[config.mk]
export PLATFORM = sky130hd
export DESIGN_NAME = mmw_top
export DESIGN_NICKNAME = d
export VERILOG_FILES = /design/src/mmw_pkg.sv /design/src/mmw_wake_filter.sv /design/src/mmw_top.sv
export SDC_FILE = /design/constraint.sdc
export NUM_CORES = 1
export LEC_CHECK = 0
export BUFFER_PORTS_ARGS = -buffer_cell sky130_fd_sc_hd__buf_2
export CORE_MARGIN = 5
export CORE_UTILIZATION = 45
export CTS_CLUSTER_SIZE = 10
export DETAILED_ROUTE_END_ITERATION = 8
export GPL_ROUTABILITY_DRIVEN = 1
export PLACE_DENSITY = 0.7
export SYNTH_ARGS = -nofsm -noshare
export SYNTH_HDL_FRONTEND = slang
export SYNTH_SLANG_ARGS = --single-unit
[constraint.sdc]
create_clock -name i_sys_clk -period 2.4 [get_ports i_sys_clk]
set_input_delay 0.24 -clock i_sys_clk [delete_from_list [all_inputs] [get_ports i_sys_clk]]
set_output_delay 0.24 -clock i_sys_clk [all_outputs]
set_load 0.05 [all_outputs]
[src/mmw_pkg.sv]
// Package for the monitor mux select and wake input block
// Notes on behaviour
// - Software picks the monitor source by a 5-bit select field that resets to zero, which routes ground.
// - Codes one to six route io supply, temperature, main bandgap, fail-safe bandgap, core buck and second buck.
// - Codes seven to twelve route third buck, pre-regulator, boost, both linear regulators and bias, each over 2.5.
// - Code fourteen routes the battery supply input over 7.5 or 14 as the ratio bit says.
// - Codes fifteen and sixteen route the first and second wake inputs over 7.45 or 13.85 by the ratio bit.
// - Codes seventeen to twenty route analog supply, digital supply, fail-safe digital supply and power sync pin.
// - Any unassigned code behaves as the zero default and routes ground.
// - A wake input above its high threshold starts biasing and reads as one.
// - A wake input below its digital low threshold reads as zero.
// - Biasing stops only when both wake inputs are below the analog low threshold while in Standby.
// - Wake inputs are level based and a new level is accepted only after persisting through the filter time.
// - Filtered wake states are given to the main state machine as transition conditions.
package mmw_pkg;
    localparam int CLK_FREQ_HZ = 10000000;
    localparam int WAKE_FILT_MIN_US = 50;
    localparam int WAKE_FILT_TYP_US = 70;
    localparam int WAKE_FILT_MAX_US = 100;
    // Typical filter time as a count of cycles
    localparam int WAKE_FILT_CYC = WAKE_FILT_TYP_US * (CLK_FREQ_HZ / 1000000);
    localparam int SEL_W = 5;
    localparam int SRC_W = 21;
    localparam logic [4:0] SEL_RST = 5'h00;

    typedef enum logic [1:0] {
        MMW_DIV_1,
        MMW_DIV_2P5,
        MMW_DIV_LO,
        MMW_DIV_HI
    } mmw_div_e;

    typedef struct packed {
        logic [SRC_W-1:0] src_onehot;
        mmw_div_e div;
    } mmw_route_s;

    typedef struct packed {
        logic wake_first;
        logic wake_second;
        logic bias_on;
    } mmw_wake_s;
endpackage

[src/mmw_wake_filter.sv]
// Level filter for one wake comparator output
`timescale 1ns/1ps
module mmw_wake_filter #(
    parameter int FILT_CYC = mmw_pkg::WAKE_FILT_CYC
) (
    input wire logic i_sys_clk,
    input wire logic i_rst_n,
    input wire logic i_level,
    output logic o_level
);
    initial begin
        if (FILT_CYC < 1 || FILT_CYC > 65535) $error("FILT_CYC out of range");
    end
    logic sync1;
    logic sync2;
    logic [15:0] cnt;
    logic state;
    logic next_sync1;
    logic next_sync2;
    logic [15:0] next_cnt;
    logic next_state;

    always_comb begin
        next_sync1 = i_level;
        next_sync2 = sync1;
        next_cnt = cnt;
        next_state = state;
        if (sync2 == state) begin
            next_cnt = 16'h0000;
        end else if (cnt == 16'(FILT_CYC - 1)) begin
            next_cnt = 16'h0000;
            next_state = sync2;
        end else begin
            next_cnt = cnt + 16'h0001;
        end
    end

    always_ff @(posedge i_sys_clk) begin
        if (!i_rst_n) begin
            sync1 <= 1'b0;
            sync2 <= 1'b0;
            cnt <= 16'h0000;
            state <= 1'b0;
        end else begin
            sync1 <= next_sync1;
            sync2 <= next_sync2;
            cnt <= next_cnt;
            state <= next_state;
        end
    end
    assign o_level = state;

    filt_hold_a: assert property (@(posedge i_sys_clk) disable iff (!i_rst_n)
        (sync2 == state) |=> $stable(state)) else $error("filter changed without input change");
endmodule

[src/mmw_top.sv]
// Monitor channel decoder and wake input logic
`timescale 1ns/1ps
module mmw_top #(
    parameter int FILT_CYC = mmw_pkg::WAKE_FILT_CYC
) (
    input wire logic i_sys_clk,
    input wire logic i_rst_n,
    input wire logic i_sel_wr,
    input wire logic [4:0] i_monitor_channel_select,
    input wire logic i_ratio_sel,
    input wire logic i_wake_first_hi,
    input wire logic i_wake_second_hi,
    input wire logic i_wake_first_lo_n,
    input wire logic i_wake_second_lo_n,
    input wire logic i_wake_first_alo_n,
    input wire logic i_wake_second_alo_n,
    input wire logic i_standby,
    output logic [4:0] o_monitor_channel_select,
    output mmw_pkg::mmw_route_s o_route,
    output mmw_pkg::mmw_wake_s o_wake
);
    initial begin
        if (FILT_CYC < 1) $error("FILT_CYC must be positive");
    end

    ////////////////////////////////////////////////////////////////////////
    // Channel select and decode
    logic [4:0] sel;
    logic ratio;
    mmw_pkg::mmw_route_s route;
    logic [4:0] next_sel;
    logic next_ratio;
    mmw_pkg::mmw_route_s next_route;

    function automatic mmw_pkg::mmw_route_s decode(input logic [4:0] s, input logic r);
        mmw_pkg::mmw_route_s d;
        d.src_onehot = '0;
        d.div = mmw_pkg::MMW_DIV_1;
        if (s >= 5'h01 && s <= 5'h06) begin
            d.src_onehot[s] = 1'b1;
        end else if (s >= 5'h07 && s <= 5'h0c) begin
            d.src_onehot[s] = 1'b1;
            d.div = mmw_pkg::MMW_DIV_2P5;
        end else if (s >= 5'h0e && s <= 5'h10) begin
            // Battery and wake share the ratio bit; bridges differ slightly
            d.src_onehot[s] = 1'b1;
            d.div = r ? mmw_pkg::MMW_DIV_HI : mmw_pkg::MMW_DIV_LO;
        end else if (s >= 5'h11 && s <= 5'h14) begin
            d.src_onehot[s] = 1'b1;
        end else begin
            d.src_onehot[0] = 1'b1;
        end
        return d;
    endfunction

    always_comb begin
        next_sel = sel;
        next_ratio = ratio;
        if (i_sel_wr) begin
            next_sel = i_monitor_channel_select;
            next_ratio = i_ratio_sel;
        end
        next_route = decode(next_sel, next_ratio);
    end

    always_ff @(posedge i_sys_clk) begin
        if (!i_rst_n) begin
            sel <= mmw_pkg::SEL_RST;
            ratio <= 1'b0;
            route <= '{src_onehot: 21'h000001, div: mmw_pkg::MMW_DIV_1};
        end else begin
            sel <= next_sel;
            ratio <= next_ratio;
            route <= next_route;
        end
    end
    assign o_monitor_channel_select = sel;
    assign o_route = route;

    ////////////////////////////////////////////////////////////////////////
    // Wake inputs: the high comparator sets, the low comparator clears
    logic first_raw;
    logic second_raw;
    logic next_first_raw;
    logic next_second_raw;
    logic first_filt;
    logic second_filt;

    always_comb begin
        next_first_raw = first_raw;
        next_second_raw = second_raw;
        if (i_wake_first_hi) begin
            next_first_raw = 1'b1;
        end else if (!i_wake_first_lo_n) begin
            next_first_raw = 1'b0;
        end
        if (i_wake_second_hi) begin
            next_second_raw = 1'b1;
        end else if (!i_wake_second_lo_n) begin
            next_second_raw = 1'b0;
        end
    end

    always_ff @(posedge i_sys_clk) begin
        if (!i_rst_n) begin
            first_raw <= 1'b0;
            second_raw <= 1'b0;
        end else begin
            first_raw <= next_first_raw;
            second_raw <= next_second_raw;
        end
    end

    mmw_wake_filter #(.FILT_CYC(FILT_CYC)) u_filt_first (
        .i_sys_clk(i_sys_clk),
        .i_rst_n(i_rst_n),
        .i_level(first_raw),
        .o_level(first_filt)
    );
    mmw_wake_filter #(.FILT_CYC(FILT_CYC)) u_filt_second (
        .i_sys_clk(i_sys_clk),
        .i_rst_n(i_rst_n),
        .i_level(second_raw),
        .o_level(second_filt)
    );

    ////////////////////////////////////////////////////////////////////////
    // Bias control and state outputs
    // Bias is left on outside Standby even if both inputs drop, so running rails stay fed
    mmw_pkg::mmw_wake_s wake;
    mmw_pkg::mmw_wake_s next_wake;

    always_comb begin
        next_wake.wake_first = first_filt;
        next_wake.wake_second = second_filt;
        next_wake.bias_on = wake.bias_on;
        if (i_wake_first_hi || i_wake_second_hi) begin
            next_wake.bias_on = 1'b1;
        end else if (!i_wake_first_alo_n && !i_wake_second_alo_n && i_standby) begin
            next_wake.bias_on = 1'b0;
        end
    end

    always_ff @(posedge i_sys_clk) begin
        if (!i_rst_n) begin
            wake <= '0;
        end else begin
            wake <= next_wake;
        end
    end
    assign o_wake = wake;

    ////////////////////////////////////////////////////////////////////////
    // Checks
    sel_reset_a: assert property (@(posedge i_sys_clk)
        !i_rst_n |=> sel == 5'h00 && route.src_onehot[0]) else $error("select not ground after reset");
    sel_load_a: assert property (@(posedge i_sys_clk) disable iff (!i_rst_n)
        i_sel_wr |=> sel == $past(i_monitor_channel_select)) else $error("select not loaded");
    low_codes_a: assert property (@(posedge i_sys_clk) disable iff (!i_rst_n)
        sel inside {[5'h01:5'h06]} |-> route.src_onehot[sel] && route.div == mmw_pkg::MMW_DIV_1)
        else $error("undivided code misrouted");
    div_codes_a: assert property (@(posedge i_sys_clk) disable iff (!i_rst_n)
        sel inside {[5'h07:5'h0c]} |-> route.src_onehot[sel] && route.div == mmw_pkg::MMW_DIV_2P5)
        else $error("divided code misrouted");
    ratio_codes_a: assert property (@(posedge i_sys_clk) disable iff (!i_rst_n)
        sel inside {[5'h0e:5'h10]} |-> route.src_onehot[sel]
        && route.div == (ratio ? mmw_pkg::MMW_DIV_HI : mmw_pkg::MMW_DIV_LO))
        else $error("ratio code misrouted");
    supply_codes_a: assert property (@(posedge i_sys_clk) disable iff (!i_rst_n)
        sel inside {[5'h11:5'h14]} |-> route.src_onehot[sel] && $onehot(route.src_onehot))
        else $error("supply code misrouted");
    unused_ground_a: assert property (@(posedge i_sys_clk) disable iff (!i_rst_n)
        (sel == 5'h0d || sel > 5'h14) |-> route.src_onehot == 21'h000001)
        else $error("unassigned code not ground");
    bias_start_a: assert property (@(posedge i_sys_clk) disable iff (!i_rst_n)
        (i_wake_first_hi || i_wake_second_hi) |=> wake.bias_on) else $error("bias not started");
    bias_hold_a: assert property (@(posedge i_sys_clk) disable iff (!i_rst_n)
        (wake.bias_on && !i_standby) |=> wake.bias_on) else $error("bias dropped outside standby");
    wake_raw_a: assert property (@(posedge i_sys_clk) disable iff (!i_rst_n)
        (!i_wake_first_hi && !i_wake_first_lo_n) |=> !first_raw) else $error("low wake not zero");
    wake_out_a: assert property (@(posedge i_sys_clk) disable iff (!i_rst_n)
        ##1 wake.wake_first == $past(first_filt)) else $error("wake state not forwarded");
endmodule

# == After elaboration in Yosys (flattened, before gate mapping) ==
# Cells that the tools add are included.
# word_totals
regBits,72
latchBits,0
ramBits,0
romBits,0
input_bits,16
output_inout_bits,31
elab_cells,74
memories,0
# op_classes
n_addsub,2
n_mul,0
div_mod_pow,0
magnitude_cmp,10
eq_ne,6
shift,0
n_mux,17
n_bitwise,4
n_reduce_logical,17
# op_table
cell,count
2-to-1 mux 21 bit,2
adder 16 x 1 -> 16 bit (second input constant),2
equality test 16 x 10 -> 1 bit (second input constant),2
2-to-1 mux 23 bit,1
2-to-1 mux 20 bit,1
>= comparator 5 x 1 -> 1 bit (second input constant),2
less-or-equal comparator 5 bit (second input constant),2
2-to-1 mux 1 bit,10
logical AND 1 bit,7
less-than comparator 5 x 6 -> 1 bit (second input constant),1
OR reduction 3 bit,2
demux 1 bit (select 5 bit),1
>= comparator 5 x 3 -> 1 bit (second input constant),1
>= comparator 5 x 4 -> 1 bit (second input constant),1
>= comparator 5 bit (second input constant),1
less-or-equal comparator 5 x 3 -> 1 bit (second input constant),1
less-or-equal comparator 5 x 4 -> 1 bit (second input constant),1
2-to-1 mux 5 bit,1
!= test 2 bit (second input constant),2
inverter 1 bit,4
AND reduction 2 bit,2
OR reduction 4 bit,1
equality test 1 bit,2
zero test 1 bit,2
4 further kinds,4

# == Depth between registers and ports, before layout ==
# depth
depth_word,9
mapped_depth,6

# == By module ==
# From an unflattened synthesis, not the netlist that was laid out.
# hier_totals
cells_unflattened,289
area_unflattened_um2,2952.8
# by_module_without_submodules
module,n_inst,cells_per_inst,area_per_inst_um2,seq_area_each_um2
mmw_wake_filter,2,87,868.3,380.4
mmw_top,1,115,1216.2,680.7

# == Least setup slack after synthesis ==
# Ideal clock, no wire load.
# synth_timing
kind,register to register
from,reg sel[4] (netlist: o_monitor_channel_select[4])
to,reg route (netlist bit o_route[0])
setup_time_ps,91
arrival_ps,1718
t_required_ps,2309
setup_slack_ps,591
path_stages_with_launch,5
path_cell_list,dfxtp_1 > mux2_2 > nand2_2 > or4_1 > a311oi_1
# synth_between
elab_chain_cells,5
elab_cells_between_ends,13
# synth_lines
element,line_no,text
from (decl),mmw_top.sv:28,logic [4:0] sel;
from (signal assigned),mmw_top.sv:68,sel <= mmw_pkg::SEL_RST;
from (signal assigned),mmw_top.sv:72,sel <= next_sel;
2-to-1 mux 5 bit (*),mmw_top.sv:59,if (i_sel_wr) begin
>= comparator 5 x 4 -> 1 bit / less-or-equal comparator 5 bit (equally long branches),mmw_top.sv:44,end else if (s >= 5'h0e && s <= 5'h10) begin
logical AND 1 bit,mmw_top.sv:44,
2-to-1 mux 2 bit,mmw_top.sv:44,
2-to-1 mux 23 bit,mmw_top.sv:41,end else if (s >= 5'h07 && s <= 5'h0c) begin
to (signal assigned),mmw_top.sv:70,"route <= '{src_onehot: 21'h000001, div: mmw_pkg::MMW_DIV_1};"
to (signal assigned),mmw_top.sv:74,route <= next_route;
to (decl),mmw_top.sv:30,mmw_pkg::mmw_route_s route;
# Every way passes the cells marked *; elsewhere a longest branch is shown, timed or not.
# A chain may end at the register's enable or synchronous reset.

# == Worst setup path in the final report ==
# layout_timing
from,reg u_filt_first.cnt[0]
to,reg u_filt_first.cnt[4]
# layout_between
elab_chain_cells,2
elab_cells_between_ends,3
# layout_lines
element,line_no,text
from (decl),mmw_wake_filter.sv:16,logic [15:0] cnt;
from (signal assigned),mmw_wake_filter.sv:47,cnt <= next_cnt;
"parallel branches: the longest is 2 deep, another holds adder 16 x 1 -> 16 bit",n/a,
# Parallel ways; which one is timed is not known.

==> impl_metrics.ini <==
[outcome]
outcome = complete, no violations

[logic_synthesis]
syn_inst = 289
synth_most_common_cell = dfxtp_1
ys_types = 43
async_flop_share = 0
synth_top_area_frac = 0.526
synth_edf_count = 0
ys_warn_count = 0
avgSynthCellArea_sq_um = 9.48
ys_ff_latch = 72
synthTopCellsByCount = dfxtp_1 (72), nor2_1 (61), nand3_1 (18), nand2_1 (17), xnor2_1 (16)
synth_area_leaders = dfxtp_1 (53%), nor2_1 (8.4%), xnor2_1 (5.1%), nand3_1 (3.3%), xor2_1 (3.2%)
synth_fp_nets = 307
synth_top_area_cell = dfxtp_1
syn_area_sq_um = 2740
synth_ff_type = dfxtp_1
seq_area_frac_synth = 0.526

[sta]
drv_slew = 0
setup_ws_ns = 0.564
setup_tns_ns = 0
relSlewSlack = 0.595
skew_ns = 0.00659
period_minus_slack_ns = 1.84
tightest_slew_ns = 0.605
fmax_ghz = 0.545
rsz0062_at_grt = no
min_period_over_period = 0.765
finalSetupViolCount = 0
fin_hold_ws_ns = 0.128
hold_viol_final = 0

[clock_network]
postCtsResizedCells = 0
numCtsBuffers = 9
cts_root_buf = clkbuf_8
h-tree-depth = 3
cts_tree = built
hold_buffers = 0
post_cts.repair.setup_buffers = 0
clk_pin_slew_ns = 0.07
clock_latency_ns = 0.34
clock_sinks = 72
clock_path_buffers = 2

[grt]
overflow = 0
grt_first_pass_wirelength_microns = 9000
grt_max_degree = 17
grt_util_all_layers = 0.151
grt_pass1_vias = 1955
antenna_found_initial = 0

[pwr]
p_leak_nw = 1.23
power_density_nw_per_um2 = 727
max-vdd-ir-drop_uv = 565
power_mw = 2.34

[cells_and_area]
final_cells = 419
nets = 357
post-route-util = 0.545
drive_gt1_frac = 0.209
finalInstanceArea_sq_um = 3220
nFillCells = 553
area_growth_pct = 17.7
diodes = 0

[critical_path]
cp-start-kind = flop
required_ns = 2.61
critPathKind = reg -> reg
setup.reg_to_reg.worst_slack_ns = 0.56
end_kind = flop
cp.arrival_ns = 2.05
crit_fanout = 16

[floorplanning]
coreArea_sq_um = 5920
die_h_microns = 88.0
row_count = 28
initial_core_util = 0.463
ios = 47
dieArea_sq_um = 7750
die_w_microns = 88.0

[place]
dp_hpwl_microns = 3770
place_area_sq_um = 3030
pre_cts_ws_ns = 0.538
placedCellCount = 403
port_buffers = 46
gp_congestion = 0.905

[job]
drv_cap = 0

[route]
routed_wirelength_microns = 5150
drtIter0Drc = 96
post-route-drc-count = 0
vias = 2114
first_pass_iters = 4
postRouteAntennaNets = 0
avgViaCountPerCell = 5.05
wl_per_cell_microns = 12.3

[min_path]
holdCritPathClass = in -> reg
## layer usage
layer	global-route usage	part of all wire	up-vias
met5	0	0	-
met4	0.0769	0.019	0
met3	0.0564	0.067	8
met2	0.216	0.44	51
met1	0.200	0.47	972
li1	-	-	1083
## path summary, 6_finish.rpt
check | from | to | cells past startpoint
max reg2reg | u_filt_first.cnt[0]$_SDFF_PP0_ | u_filt_first.cnt[4]$_SDFF_PP0_ | 5
min | i_wake_first_hi | o_wake[0]$_SDFFE_PN0P_ | 2
max | u_filt_first.cnt[0]$_SDFF_PP0_ | u_filt_first.cnt[4]$_SDFF_PP0_ | 5
min reg2reg | u_filt_second.next_sync2$_SDFF_PN0_ | u_filt_second.sync2$_SDFF_PN0_ | 1
## power by group
| group | total (mW) | internal, mW | switching, mW |
|---|---|---|---|
| clock | 0.936 | 0.506 | 0.429 |
| sequential | 1.23 | 1.22 | 0.0101 |
| combinational | 0.182 | 0.0539 | 0.128 |
| total | 2.34 | 1.78 | 0.567 |
## cells by family after synthesis
group / Yosys count / share of synthesized area
adders and majority gates: 2 / 0.00913
muxes: 13 / 0.0616
buffers and inverters: 13 / 0.0219
DFF: 72 / 0.526
AOI/OAI and AO/OA: 19 / 0.0457
other: 1 / 0.00137
xor gates and xnor gates: 26 / 0.0831
and+or+nand+nor: 143 / 0.251
## cell usage in the layout (no fill, tap or decap), drive strengths merged, types with 2 or more instances in the layout
cell type and n:
nand2 19, inv 5, mux2 5, o21ai 2, or4 3, nor2b 2, mux2i 8, nor4 7
nor4bb 2, nand3 18, xor2 10, buf 46, ha 2, or3 3, dfxtp 72, nor3 8
xnor2 16, o31ai 3, nand4 5, nor2 61, nor4b 2, clkbuf 11, and2 7, and3 3
a21oi 6, clkinv 4
## state kept, by name (all words and copies together), names as in the netlist
name	cells
first_raw	1
o_monitor_channel_select	5
o_route	23
o_wake	3
ratio	1
second_raw	1
u_filt_first.cnt	16
u_filt_first.next_sync2	1
u_filt_first.o_level	1
u_filt_first.sync2	1
u_filt_second.cnt	16
u_filt_second.next_sync2	1
u_filt_second.o_level	1
u_filt_second.sync2	1
## worst max-delay path: stages (launching register included)
cell	delay (ns)
dfxtp_1	0.34
ha_1	0.26
nor4bb_1	0.30
nand4_1	0.18
nand3_1	0.51
nor2_1	0.11
## layout make-up
cell class              count  area [sq um]  share of cell area
clock buffers              11           141              0.0438
clock inverters             5          56.3              0.0175
inverters                   6          22.5             0.00698
multi-input cells         204          1240               0.384
flip-flops and latches     72          1440               0.447
well taps                  75          93.8              0.0291
repair buffers             46           230              0.0714
No activity file was read; power rests on OpenSTA's default activity.
